File: src/core/fcl_map.svh
// Register offsets, field positions and reset values of the compare unit.
// Assumes byte addresses on an APB bus with 32-bit data.
`ifndef FCL_MAP_SVH
`define FCL_MAP_SVH

// Register byte offsets.
`define FCL_OFF_OPA 8'h00
`define FCL_OFF_OPB 8'h04
`define FCL_OFF_GUARD 8'h08
`define FCL_OFF_CTRL 8'h0c
`define FCL_OFF_DEST 8'h10
`define FCL_OFF_PSW 8'h14
`define FCL_OFF_MASK 8'h18
`define FCL_OFF_STATE 8'h1c

// Control register fields.
`define FCL_CTRL_OP 0
`define FCL_CTRL_GUARD 1
`define FCL_CTRL_START 2

// Status word fields; the exception bits match the returned flag vector.
`define FCL_BIT_INV 4
`define FCL_BIT_IFZ 5
`define FCL_BIT_DONE 8
`define FCL_PSW_W 9
`define FCL_XFLAG_W 8

// State register fields.
`define FCL_STATE_BUSY 0
`define FCL_STATE_RES 1

// Single-precision layout.
`define FCL_WORD_W 32
`define FCL_SIGN 31
`define FCL_EXP_HI 30
`define FCL_EXP_LO 23
`define FCL_MAN_HI 22
`define FCL_EXP_MAX 8'hff
`define FCL_EXP_ZERO 8'h00
`define FCL_MAN_ZERO 23'h000000
`define FCL_KEY_ZERO 32'h80000000

// Reset and constant words.
`define FCL_RESET_WORD 32'h00000000
`define FCL_RESET_PSW 9'h000
`define FCL_TRUE_WORD 32'h00000001

`endif

File: src/core/fcl_pkg.sv
// Types shared by the compare unit files.
// Assumes nothing beyond a SystemVerilog compiler.
package fcl_pkg;

  // Sequencer states of the unit.
  typedef enum logic {FCL_IDLE, FCL_EXEC} fcl_state_t;

  // Operation selected by the control register.
  typedef enum logic {FCL_OP_LEQ_FLAGS, FCL_OP_LT} fcl_op_t;

endpackage : fcl_pkg

File: src/core/fcl_compare_unit.sv
// Compare unit: less-or-equal flag vector and less-than compare, with
// guard, sticky status word, interrupt and an APB register slave.
// Assumes an APB master on the core clock and other float units that
// report their exception updates on the shared flag port.
//
// The register offsets and register access over APB were left to the implementer.
`timescale 1ns/1ps
`default_nettype none
`include "fcl_map.svh"

// Contract
// - Less-or-equal flags op returns the exception vector of first <= second.
// - Vector bit positions match the status word: invalid 0x10, flushed 0x20.
// - Less-or-equal flags op never alters the status word exception flags; it sets only the done bit.
// - Denormal operand compares as zero and sets flushed bit in vector.
// - Flags op with guard writes destination only when guard bit zero is one.
// - Less-or-equal flags runs as greater-or-equal flags with operands swapped.
// - Less-than compare runs as greater-than compare with operands swapped.
// - Less-than compare writes one when first is strictly smaller, else zero.
// - Less-than denormal operand compares as zero and sets flushed status flag.
// - Less-than exceptions set the matching status word flags.
// - Status flags are sticky; only an explicit status write clears them.
// - Less-than status update lands on the same edge as the destination.
// - Simultaneous status updates OR together with the existing flags.
// - Less-than with false guard changes neither destination nor status exception flags; done still sets.
module fcl_compare_unit #(
  parameter int ADDR_W = 8
) (
  // Clock and reset
  input wire logic clk,
  input wire logic reset,
  // APB slave
  input wire logic psel,
  input wire logic penable,
  input wire logic pwrite,
  input wire logic [ADDR_W-1:0] paddr,
  input wire logic [`FCL_WORD_W-1:0] pwdata,
  output logic [`FCL_WORD_W-1:0] prdata,
  output logic pready,
  output logic pslverr,
  // Exception updates from other float units
  input wire logic ext_flag_valid,
  input wire logic [`FCL_XFLAG_W-1:0] ext_flags,
  // Interrupt
  output logic irq
);

  // ****************************************************************
  // Registers
  // ****************************************************************

  logic [`FCL_WORD_W-1:0] first_source_operand;
  logic [`FCL_WORD_W-1:0] second_source_operand;
  logic [`FCL_WORD_W-1:0] guard;
  logic [`FCL_WORD_W-1:0] dest;
  logic [`FCL_PSW_W-1:0] processor_status_word;
  logic [`FCL_PSW_W-1:0] mask;
  logic guard_used;
  logic last_result;
  fcl_pkg::fcl_op_t op;
  fcl_pkg::fcl_state_t state;

  logic [`FCL_WORD_W-1:0] next_dest;
  logic [`FCL_PSW_W-1:0] next_psw;
  logic [`FCL_WORD_W-1:0] next_rdata;
  logic [`FCL_WORD_W-1:0] flag_word;
  logic [`FCL_PSW_W-1:0] lt_set;

  // ****************************************************************
  // Bus decode
  // ****************************************************************

  // The answer is held back one access cycle so that pready and the
  // read data both leave flip-flops.
  wire logic acc_first = psel && penable && !pready;
  wire logic wr_en = psel && penable && pready && pwrite;
  wire logic hit_opa = paddr == ADDR_W'(`FCL_OFF_OPA);
  wire logic hit_opb = paddr == ADDR_W'(`FCL_OFF_OPB);
  wire logic hit_guard = paddr == ADDR_W'(`FCL_OFF_GUARD);
  wire logic hit_ctrl = paddr == ADDR_W'(`FCL_OFF_CTRL);
  wire logic hit_dest = paddr == ADDR_W'(`FCL_OFF_DEST);
  wire logic hit_psw = paddr == ADDR_W'(`FCL_OFF_PSW);
  wire logic hit_mask = paddr == ADDR_W'(`FCL_OFF_MASK);
  wire logic hit_state = paddr == ADDR_W'(`FCL_OFF_STATE);
  wire logic hit_any = hit_opa || hit_opb || hit_guard || hit_ctrl ||
    hit_dest || hit_psw || hit_mask || hit_state;
  wire logic ctrl_wr = wr_en && hit_ctrl;
  wire logic psw_wr = wr_en && hit_psw;
  wire logic start = ctrl_wr && pwdata[`FCL_CTRL_START];

  // ****************************************************************
  // Compare datapath
  // ****************************************************************

  logic cmp_result;
  logic cmp_invalid;
  logic cmp_flushed;

  // Both forms feed the second operand as the left side, which turns
  // greater-or-equal into less-or-equal and greater into less.
  wire logic leq_mode = op == fcl_pkg::FCL_OP_LEQ_FLAGS;

  fcl_cmp_core u_core (
    .lhs(second_source_operand),
    .rhs(first_source_operand),
    .or_equal(leq_mode),
    .result(cmp_result),
    .invalid(cmp_invalid),
    .flushed(cmp_flushed)
  );

  // The guard gate covers the destination and, for the less-than
  // form, the status exception flags as well; the done bit is not gated.
  wire logic exec = state == fcl_pkg::FCL_EXEC;
  wire logic guard_ok = !guard_used || guard[0];
  wire logic commit = exec && guard_ok;
  wire logic lt_commit = commit && !leq_mode;
  wire logic [`FCL_PSW_W-1:0] ext_set = ext_flag_valid ?
    {{(`FCL_PSW_W-`FCL_XFLAG_W){1'b0}}, ext_flags} : `FCL_RESET_PSW;
  wire logic [`FCL_PSW_W-1:0] clear_bits = psw_wr ?
    pwdata[`FCL_PSW_W-1:0] : `FCL_RESET_PSW;

  // Flag vectors built from the comparator's exception outputs.
  always_comb
  begin
    flag_word = `FCL_RESET_WORD;
    flag_word[`FCL_BIT_INV] = cmp_invalid;
    flag_word[`FCL_BIT_IFZ] = cmp_flushed;
    lt_set = `FCL_RESET_PSW;
    lt_set[`FCL_BIT_INV] = lt_commit && cmp_invalid;
    lt_set[`FCL_BIT_IFZ] = lt_commit && cmp_flushed;
    lt_set[`FCL_BIT_DONE] = exec;
  end

  // Destination select; a false guard keeps the old value.
  always_comb
  begin
    next_dest = dest;
    if (commit && leq_mode)
    begin
      next_dest = flag_word;
    end
    else if (commit)
    begin
      next_dest = cmp_result ? `FCL_TRUE_WORD : `FCL_RESET_WORD;
    end
  end

  // Clear first, then OR every simultaneous update, so that a flag
  // raised in the cycle of its clear survives. The flags form adds
  // nothing here but the done event.
  always_comb
  begin
    next_psw = (processor_status_word & ~clear_bits) | lt_set | ext_set;
  end

  // ****************************************************************
  // Read mux
  // ****************************************************************

  always_comb
  begin
    next_rdata = `FCL_RESET_WORD;
    case (1'b1)
      hit_opa: next_rdata = first_source_operand;
      hit_opb: next_rdata = second_source_operand;
      hit_guard: next_rdata = guard;
      hit_ctrl:
      begin
        next_rdata[`FCL_CTRL_OP] = !leq_mode;
        next_rdata[`FCL_CTRL_GUARD] = guard_used;
      end
      hit_dest: next_rdata = dest;
      hit_psw: next_rdata[`FCL_PSW_W-1:0] = processor_status_word;
      hit_mask: next_rdata[`FCL_PSW_W-1:0] = mask;
      hit_state:
      begin
        next_rdata[`FCL_STATE_BUSY] = exec;
        next_rdata[`FCL_STATE_RES] = last_result;
      end
      default: next_rdata = `FCL_RESET_WORD;
    endcase
  end

  // ****************************************************************
  // Bus answer
  // ****************************************************************

  // Unmapped addresses answer with an error and read as zero.
  always_ff @(posedge clk or posedge reset)
  begin
    if (reset)
    begin
      pready <= 1'b0;
      pslverr <= 1'b0;
      prdata <= `FCL_RESET_WORD;
    end
    else
    begin
      pready <= acc_first;
      pslverr <= acc_first && !hit_any;
      prdata <= (acc_first && !pwrite) ? next_rdata : `FCL_RESET_WORD;
    end
  end

  // ****************************************************************
  // Software registers
  // ****************************************************************

  // Operands, guard and mode are written only on the accepting edge.
  always_ff @(posedge clk or posedge reset)
  begin
    if (reset)
    begin
      first_source_operand <= `FCL_RESET_WORD;
      second_source_operand <= `FCL_RESET_WORD;
      guard <= `FCL_RESET_WORD;
      mask <= `FCL_RESET_PSW;
      guard_used <= 1'b0;
      op <= fcl_pkg::FCL_OP_LEQ_FLAGS;
    end
    else
    begin
      if (wr_en && hit_opa)
        first_source_operand <= pwdata;
      if (wr_en && hit_opb)
        second_source_operand <= pwdata;
      if (wr_en && hit_guard)
        guard <= pwdata;
      if (wr_en && hit_mask)
        mask <= pwdata[`FCL_PSW_W-1:0];
      if (ctrl_wr)
      begin
        guard_used <= pwdata[`FCL_CTRL_GUARD];
        op <= fcl_pkg::fcl_op_t'(pwdata[`FCL_CTRL_OP]);
      end
    end
  end

  // ****************************************************************
  // Sequencer and results
  // ****************************************************************

  // One execute cycle per start; the bus cannot start again sooner
  // than three cycles later, so no start is ever lost while busy.
  always_ff @(posedge clk or posedge reset)
  begin
    if (reset)
    begin
      state <= fcl_pkg::FCL_IDLE;
      dest <= `FCL_RESET_WORD;
      processor_status_word <= `FCL_RESET_PSW;
      last_result <= 1'b0;
      irq <= 1'b0;
    end
    else
    begin
      case (state)
        fcl_pkg::FCL_IDLE:
          state <= start ? fcl_pkg::FCL_EXEC : fcl_pkg::FCL_IDLE;
        fcl_pkg::FCL_EXEC:
          state <= fcl_pkg::FCL_IDLE;
        default:
          state <= fcl_pkg::FCL_IDLE;
      endcase
      dest <= next_dest;
      processor_status_word <= next_psw;
      if (exec)
        last_result <= cmp_result;
      irq <= |(next_psw & (wr_en && hit_mask ?
        pwdata[`FCL_PSW_W-1:0] : mask));
    end
  end

  // ****************************************************************
  // Assertions
  // ****************************************************************

  wire logic [`FCL_WORD_W-1:0] vec_mask = (`FCL_TRUE_WORD << `FCL_BIT_INV) |
    (`FCL_TRUE_WORD << `FCL_BIT_IFZ);

  flags_layout_a:
  assert property (@(posedge clk) disable iff (reset)
    exec && leq_mode && guard_ok |=> (dest & ~vec_mask) == `FCL_RESET_WORD)
    else $error("flag vector has bits outside invalid and flushed");

  flags_no_psw_a:
  assert property (@(posedge clk) disable iff (reset)
    exec && leq_mode && !ext_flag_valid |=>
      !$rose(processor_status_word[`FCL_BIT_INV]) &&
      !$rose(processor_status_word[`FCL_BIT_IFZ]))
    else $error("flags operation changed the status word");

  flags_flush_a:
  assert property (@(posedge clk) disable iff (reset)
    exec && leq_mode && guard_ok && cmp_flushed |=> dest[`FCL_BIT_IFZ])
    else $error("denormal input did not set flushed bit in vector");

  flags_guard_a:
  assert property (@(posedge clk) disable iff (reset)
    exec && leq_mode && !guard_ok |=> $stable(dest))
    else $error("false guard changed the destination");

  lt_equal_a:
  assert property (@(posedge clk) disable iff (reset)
    exec && !leq_mode && guard_ok &&
      first_source_operand == second_source_operand |=>
      dest == `FCL_RESET_WORD)
    else $error("equal operands compared as less");

  lt_flush_a:
  assert property (@(posedge clk) disable iff (reset)
    lt_commit && cmp_flushed |=> processor_status_word[`FCL_BIT_IFZ])
    else $error("denormal input did not set flushed status flag");

  lt_nan_a:
  assert property (@(posedge clk) disable iff (reset)
    lt_commit && cmp_invalid |=>
      processor_status_word[`FCL_BIT_INV] && dest == `FCL_RESET_WORD)
    else $error("NaN compare did not give zero and invalid");

  psw_sticky_a:
  assert property (@(posedge clk) disable iff (reset)
    processor_status_word[`FCL_BIT_INV] &&
      !(psw_wr && pwdata[`FCL_BIT_INV]) |=>
      processor_status_word[`FCL_BIT_INV])
    else $error("invalid flag cleared without a status write");

  psw_same_edge_a:
  assert property (@(posedge clk) disable iff (reset)
    $rose(processor_status_word[`FCL_BIT_INV]) &&
      !$past(ext_flag_valid) |-> $past(lt_commit))
    else $error("status flag rose without a committed compare");

  psw_or_a:
  assert property (@(posedge clk) disable iff (reset)
    ext_flag_valid |=>
      ((processor_status_word[`FCL_XFLAG_W-1:0] & $past(ext_flags)) ==
      $past(ext_flags)))
    else $error("simultaneous flag update was lost");

  lt_guard_a:
  assert property (@(posedge clk) disable iff (reset)
    exec && !leq_mode && !guard_ok && !ext_flag_valid |=>
      $stable(dest) && !$rose(processor_status_word[`FCL_BIT_INV]))
    else $error("false guard changed destination or status");

  nan_false_a:
  assert property (@(posedge clk) disable iff (reset)
    exec && guard_ok && cmp_invalid |=>
      (leq_mode ? dest[`FCL_BIT_INV] : dest == `FCL_RESET_WORD))
    else $error("NaN operand not reported as invalid");

  irq_level_a:
  assert property (@(posedge clk) disable iff (reset)
    irq == |(processor_status_word & mask))
    else $error("interrupt does not follow masked status");

  apb_ready_a:
  assert property (@(posedge clk) disable iff (reset)
    acc_first |=> pready ##1 !pready)
    else $error("access phase not answered after one wait cycle");

endmodule : fcl_compare_unit
`default_nettype wire

File: src/core/fcl_cmp_core.sv
// Single-precision greater-than / greater-or-equal comparator.
// Assumes the caller swaps operands to build the less-than forms.
`timescale 1ns/1ps
`default_nettype none
`include "fcl_map.svh"

module fcl_cmp_core (
  // Operands
  input wire logic [`FCL_WORD_W-1:0] lhs,
  input wire logic [`FCL_WORD_W-1:0] rhs,
  input wire logic or_equal,
  // Results
  output logic result,
  output logic invalid,
  output logic flushed
);

  // ****************************************************************
  // Operand classification
  // ****************************************************************

  // Exponent and mantissa tests for NaN and denormal inputs.
  wire logic lhs_exp_max = lhs[`FCL_EXP_HI:`FCL_EXP_LO] == `FCL_EXP_MAX;
  wire logic rhs_exp_max = rhs[`FCL_EXP_HI:`FCL_EXP_LO] == `FCL_EXP_MAX;
  wire logic lhs_exp_min = lhs[`FCL_EXP_HI:`FCL_EXP_LO] == `FCL_EXP_ZERO;
  wire logic rhs_exp_min = rhs[`FCL_EXP_HI:`FCL_EXP_LO] == `FCL_EXP_ZERO;
  wire logic lhs_man_nz = lhs[`FCL_MAN_HI:0] != `FCL_MAN_ZERO;
  wire logic rhs_man_nz = rhs[`FCL_MAN_HI:0] != `FCL_MAN_ZERO;
  wire logic lhs_nan = lhs_exp_max && lhs_man_nz;
  wire logic rhs_nan = rhs_exp_max && rhs_man_nz;
  wire logic lhs_den = lhs_exp_min && lhs_man_nz;
  wire logic rhs_den = rhs_exp_min && rhs_man_nz;

  // ****************************************************************
  // Ordered keys
  // ****************************************************************

  // Zeros of either sign and flushed denormals share one key, so that
  // they compare equal; negatives invert to reverse their order.
  wire logic [`FCL_WORD_W-1:0] lhs_key = lhs_exp_min ? `FCL_KEY_ZERO :
    lhs[`FCL_SIGN] ? ~lhs : (lhs | `FCL_KEY_ZERO);
  wire logic [`FCL_WORD_W-1:0] rhs_key = rhs_exp_min ? `FCL_KEY_ZERO :
    rhs[`FCL_SIGN] ? ~rhs : (rhs | `FCL_KEY_ZERO);

  // An unordered pair is false whatever the relation.
  assign result = !(lhs_nan || rhs_nan) &&
    (or_equal ? (lhs_key >= rhs_key) : (lhs_key > rhs_key));
  assign invalid = lhs_nan || rhs_nan;
  assign flushed = lhs_den || rhs_den;

endmodule : fcl_cmp_core
`default_nettype wire

File: config.mk
export PLATFORM = sky130hd
export DESIGN_NAME = fcl_compare_unit
export DESIGN_NICKNAME = d
export VERILOG_FILES = /design/src/core/fcl_pkg.sv /design/src/core/fcl_compare_unit.sv /design/src/core/fcl_cmp_core.sv
export VERILOG_INCLUDE_DIRS = /design/src /design/src/core
export SDC_FILE = /design/constraint.sdc
export NUM_CORES = 1
export LEC_CHECK = 0
export ABC_CLOCK_PERIOD_IN_PS = 11300
export CELL_PAD_IN_SITES_DETAIL_PLACEMENT = 0
export CELL_PAD_IN_SITES_GLOBAL_PLACEMENT = 2
export CORE_ASPECT_RATIO = 1.25
export CORE_MARGIN = 10
export CORE_UTILIZATION = 36
export CTS_CLUSTER_DIAMETER = 120
export DETAILED_ROUTE_END_ITERATION = 16
export DONT_BUFFER_PORTS = 1
export GPL_ROUTABILITY_DRIVEN = 0
export GPL_TIMING_DRIVEN = 0
export PLACE_DENSITY = 0.67
export SYNTH_ARGS = -nofsm -noshare
export SYNTH_HDL_FRONTEND = slang
export SYNTH_SLANG_ARGS = --single-unit
File: constraint.sdc
create_clock -name clk -period 11.3 [get_ports clk]
set_clock_uncertainty 0.1 [all_clocks]
set_input_delay 0.565 -clock clk [delete_from_list [all_inputs] [get_ports clk]]
set_output_delay 0.565 -clock clk [all_outputs]
set_load 0.1 [all_outputs]
== Yosys cells after proc, flatten, opt, wreduce, memory -nomap -nowiden ==
Index checks and enable logic that the tools add are counted.

* Add/sub/neg operators: 0
* Multiply operators: 0
* Divide/modulo/power cells: 0
* $lt $le $gt $ge: 2
* Equal/unequal tests: 9
* Shifts and indexed selects: 0
* Mux-type cells: 34
* Bitwise gates (word level): 9
* Reductions and logical operators: 45

{| class="wikitable"
|+ Operators by type and width
! operator !! count
|-
| two-way mux 32 bit || 7
|-
| two-way mux 23 bit || 5
|-
| inverter 32 bit || 2
|-
| two-way mux 7 bit || 7
|-
| nonzero test 23 bit || 2
|-
| == test 8 x 5 -> 1 bit, second input constant || 4
|-
| greater-or-equal comparator 32 bit || 1
|-
| > comparator 32 bit || 1
|-
| zero test 8 bit || 3
|-
| logical AND 1 bit || 23
|-
| AND 9 bit || 2
|-
| two-way mux 9 bit || 2
|-
| == test 8 x 4 -> 1 bit, second input constant || 2
|-
| == test 8 bit, second input constant || 2
|-
| two-way mux 2 bit || 8
|-
| logical OR 1 bit || 10
|-
| inverter 9 bit || 1
|-
| bitwise OR 9 x 8 -> 9 bit || 1
|-
| bitwise OR 9 bit || 1
|-
| OR reduction 9 bit || 1
|-
| == test 8 x 3 -> 1 bit, second input constant || 1
|-
| two-way mux 8 bit || 1
|-
| zero test 1 bit || 5
|-
| two-way mux 1 bit || 3
|-
| other kinds (3) || 4
|}

* Flip-flop bits (word level): 185
* Bits in latches: 0
* Bits in writable memories: 0
* Bits in read-only memories: 0
* Bits of input ports: 54
* Output and inout bits: 35
* Word-level logic and storage cells: 113
* Memories kept: 0

== Longest topological paths before layout ==
* Depth in word-level cells: 11
* Gate-level depth with buffers: 11
* Depth with buffers taken out: 10

== By module ==
A second synthesis with hierarchy kept.

* Cells, all modules: 820
* Area total of the unflattened synthesis: 8313.0 um^2

{| class="wikitable"
|+ By module, submodules not included
! module !! instances !! cells each !! area each (um^2) !! sequential area each (um^2)
|-
| fcl_compare_unit || 1 || 566 || 6581.3 || 3903.7
|-
| fcl_cmp_core || 1 || 254 || 1731.7 || 0.0
|}

== Least setup slack after synthesis ==
No wires, ideal clock.

* Path kind: register -> register
* Start point: register second_source_operand[27]
* End point: register last_result
* Library setup time: 0.135 ns
* Arrival time: 3.121 ns
* Required time: 11.065 ns
* Path slack: 7.943 ns
* Cell stages (with the launch flop): 12
* Path buffers: 1
* Period minus slack after synthesis: 3.357 ns
* Cell sequence: dfrtp_1 -> or4_1 -> nor2_1 -> clkbuf_1 -> nor2_1 -> ha_1 -> a21oi_1 -> o21ai_0 -> a221o_1 -> a2111o_1 -> a311oi_1 -> o32ai_1

* Longest elaborated chain between the ends: 6
* Elaborated cells on any way between the ends: 12
* Classes of those cells: 2 x order compare; 1 x eq/ne; 3 x mux; 1 x bitwise; 5 x reduce/logical

{| class="wikitable"
|+ RTL lines
! element !! RTL line !! RTL
|-
| start: declaration || fcl_compare_unit.sv:53 || <nowiki>logic [`FCL_WORD_W-1:0] second_source_operand;</nowiki>
|-
| start signal: assignment || fcl_compare_unit.sv:216 || <nowiki>second_source_operand <= `FCL_RESET_WORD;</nowiki>
|-
| start signal: assignment || fcl_compare_unit.sv:227 || <nowiki>second_source_operand <= pwdata;</nowiki>
|-
| branches (longest 5 deep; another with greater-or-equal comparator 32 bit) || n/a ||
|-
| logical AND 1 bit * || fcl_cmp_core.sv:46 || <nowiki>assign result = !(lhs_nan || rhs_nan) &&</nowiki>
|-
| end signal: assignment || fcl_compare_unit.sv:269 || <nowiki>last_result <= cmp_result;</nowiki>
|-
| end: declaration || fcl_compare_unit.sv:59 || <nowiki>logic last_result;</nowiki>
|}

Every way passes the cells marked *.
A chain may end at the register's enable or synchronous reset.

== Worst setup path after layout ==
* Start point: register second_source_operand[23]
* End point: register dest[0]

* Longest elaborated chain between the ends: 9
* Elaborated cells on any way between the ends: 15
* Classes of those cells: 2 x order compare; 1 x eq/ne; 6 x mux; 1 x bitwise; 5 x reduce/logical

{| class="wikitable"
|+ RTL lines
! element !! RTL line !! RTL
|-
| branches (longest 5 deep; another with greater-or-equal comparator 32 bit) || n/a ||
|-
| logical AND 1 bit * || fcl_cmp_core.sv:46 ||
|-
| two-way mux 1 bit (no source line) * || n/a ||
|-
| two-way mux 32 bit * || fcl_compare_unit.sv:143 || <nowiki>else if (commit)</nowiki>
|-
| two-way mux 32 bit * || fcl_compare_unit.sv:139 || <nowiki>if (commit && leq_mode)</nowiki>
|-
| end signal: assignment || fcl_compare_unit.sv:251 || <nowiki>dest <= `FCL_RESET_WORD;</nowiki>
|-
| end signal: assignment || fcl_compare_unit.sv:266 || <nowiki>dest <= next_dest;</nowiki>
|-
| end: declaration || fcl_compare_unit.sv:55 || <nowiki>logic [`FCL_WORD_W-1:0] dest;</nowiki>
|}

Every way passes the cells marked *. The select of a mux whose other input is x is not followed.

==> flow_summary.ini <==
[synth]
ys_warn_count = 0
ys_ff_latch = 156
synth_ff_type = dfrtp_1
syn_nets = 871
synthArstFlopShare_pct = 100
synth-edff-count = 0
seq_area_frac_synth_pct = 46.8
netlist_instances = 785
avgSynthCellArea_um2 = 10.6
ys_types = 58
syn-cell-area_um2 = 8350

[power_and_ir_drop]
p_sw_mw = 0.286
clock_power_share_pct = 49.0
p_sw_share_pct = 24.1
power.leakage_nw = 4.39
p_int_mw = 0.901
seqPwrFrac_pct = 47.7
max-vdd-ir-drop_mv = 0.102
p_per_area_nw_per_um2 = 127
combPwrFrac_pct = 3.3

[detailed_routing]
num_vias = 5923
drc_errors = 0
wl_per_cell_um = 21.5
firstDrtPassIters = 4
drt_iter0_drc = 296
viasPerCell = 5.35
wl_um = 23800
ant_nets = 0

[sta]
tightestPinTransition_ps = 993
finalSetupViolations = 0
fmax_mhz = 230
max_slew_margin_pct = 33.8
grt_setup_unrepaired = no
tns_ps = 0
fin_ws_ps = 6960
finalCriticalPeriod_ps = 4340
slew_viol_final = 0
hold_viol_final = 0
fin_crit_sh_pct = 38.4

[cts]
ctsResizeCount = 0
insertion_delay_ps = 440
cts_tree = yes
cts_buffers = 17
clockBufferDepth = 2
h-tree-depth = 4
cts.sinks = 156
clock-root-buffer = clkbuf_16
path_clk_slew_ps = 70

[cells_and_area]
diodes = 0
regArea_um2 = 3900
drive_gt1_share_pct = 7.94
areaGrowthSynthToFinish_pct = 11.9
layout.nets = 892
multi_input_area_um2 = 4220
fillCellCount = 2265

[placed_design]
place_ws_ps = 6890
dp_hpwl_um = 18100
io_buffers = 0

[global_route]
grt-busiest-layer = met2
grt_start_max_net_pins = 97
use_met2_pct = 29.2
antenna_found_initial = 0
grt_util_met3_pct = 3.81
grt_pass1_wl_um = 37800
use_met1_pct = 19.2
overflow = 0
grt.total_usage_pct = 16.5
grt_pass1_vias = 6509

[floorplanning]
die_w_um = 156
rows = 62
ios = 89
initial_core_util_pct = 36.5
core_area_um2 = 22900
die_area_um2 = 29700
dieHeight_um = 190

[setup_path]
path_class = reg2reg
cp_data_required_time_ps = 11510
critPathLaunchType = flip-flop
crit_path_start = second_source_operand[23]
endpoint_kind = flip-flop
arrival_ps = 4550
reg2reg_from = second_source_operand[23]
cp_max_fo = 10

[outcome]
status = complete, no violations

[flow_run]
drv_cap = 0

[min_path]
min_path_type = in2reg
worstHoldStart = pwdata[5]
==> critical path, cell delays in order (launching register included) <==
cell      delay, ps
dfrtp_1         460
or4_1           640
nor2_1          240
clkbuf_1        450
nor2_1          130
ha_1            330
nand4_1         180
nor4_1          600
and3_1          370
a2111o_1        160
a311oi_1        100
o41ai_1         450
==> what timing repair did <==
action,4_1_cts,5_1_grt
endpoints found under the hold margin,60,0
setup buffers,0,0
hold buffers,1,0
==> per-layer routing <==
metal  share of wire [%]  routed length (um)  vias up
met2                  52               12400      106
li1                    -                   -     2830
met5                   0                   0        -
met1                  42                9950     2960
met3                 4.2                 995       27
met4                 1.8                 423        0
==> cells by family (layout without fill, tap and decap cells) <==
| family | after synthesis | after routing | synth area share, % |
|---|---|---|---|
| muxes | 135 | 135 | 17.8 |
| AOI/OAI and AO/OA | 112 | 112 | 8.65 |
| buffers and inverters | 56 | 90 | 2.62 |
| xor gates and xnor gates | 62 | 62 | 6.51 |
| DFF | 156 | 156 | 46.8 |
| and+or+nand+nor | 232 | 232 | 12.9 |
| adders and majority gates | 32 | 32 | 4.80 |
==> worst paths after layout <==
path / end / slack [ps] / cells after the start
worst max-delay path: dest[0] / 6960 / 11
worst min-delay path: first_source_operand[5] / 150 / 1
worst max register to register: dest[0] / 6960 / 11
worst min register to register: guard[7] / 390 / 2
max in group asynchronous: prdata[27] / 9620 / 3
min in group asynchronous: prdata[7] / 570 / 2
==> cell usage after synthesis, types with 13 or more instances <==
master | count | area, um2
dfrtp_1 | 156 | 3900
nor2_1 | 102 | 383
mux2_1 | 84 | 946
nand2_1 | 56 | 210
a21oi_1 | 53 | 265
ha_1 | 32 | 400
xnor2_1 | 31 | 272
xor2_1 | 31 | 272
mux2i_1 | 30 | 300
clkbuf_1 | 27 | 101
mux2_2 | 21 | 236
nand4_1 | 16 | 100
nor4_1 | 16 | 100
inv_1 | 13 | 48.8
==> cell usage in the layout (no fill, tap or decap), drive strengths merged, types with 30 or more instances in the layout <==
master  synthesis  layout
dfrtp         156     156
mux2          105     105
nor2          102     102
nand2          56      56
a21oi          53      53
clkbuf         27      45
ha             32      32
xnor2          31      31
xor2           31      31
mux2i          30      30
==> sequential cells by signal, summed over array words and instances (netlist names) <==
register and count:
processor_status_word 9, guard 32, second_source_operand 32, last_result 1, exec 1, pready 1
irq 1, mask 9, op 1, pslverr 1, guard_used 1, first_source_operand 32
dest 3, prdata 32
==> power groups by stage <==
stage / Clock (mW) / Sequential [mW] / Combinational (mW)
after floorplan: 0 / 0.576 / 0.0275
after global placement: 0 / 0.577 / 0.0383
after detailed placement: 0 / 0.577 / 0.0401
after CTS: 0.597 / 0.566 / 0.0407
after global routing: 0.619 / 0.566 / 0.0445
final: 0.581 / 0.566 / 0.0392
==> stage by stage <==
step                hold slack, ps  total power [mW]  std cells  utilization (%)  cell area [um2]
global route                   138              1.23       1107             40.8             9340
global placement               369             0.615       1073             38.0             8710
floorplan                      344             0.604        785                -             8350
CTS                            131              1.20       1107             40.8             9340
finish                         155              1.19       1107             40.8             9340
detailed placement             376             0.617       1074             38.2             8740
==> layout make-up <==
type | count | share of cell area, %
sequential | 156 | 41.8
multi-input combinational | 573 | 45.2
clock inverter | 14 | 1.74
buffer | 43 | 1.82
timing repair buffer | 2 | 0.402
inverter | 13 | 0.576
tap | 288 | 3.86
clock buffer | 18 | 4.59
Note: power is estimated with default switching activity, not from simulation.
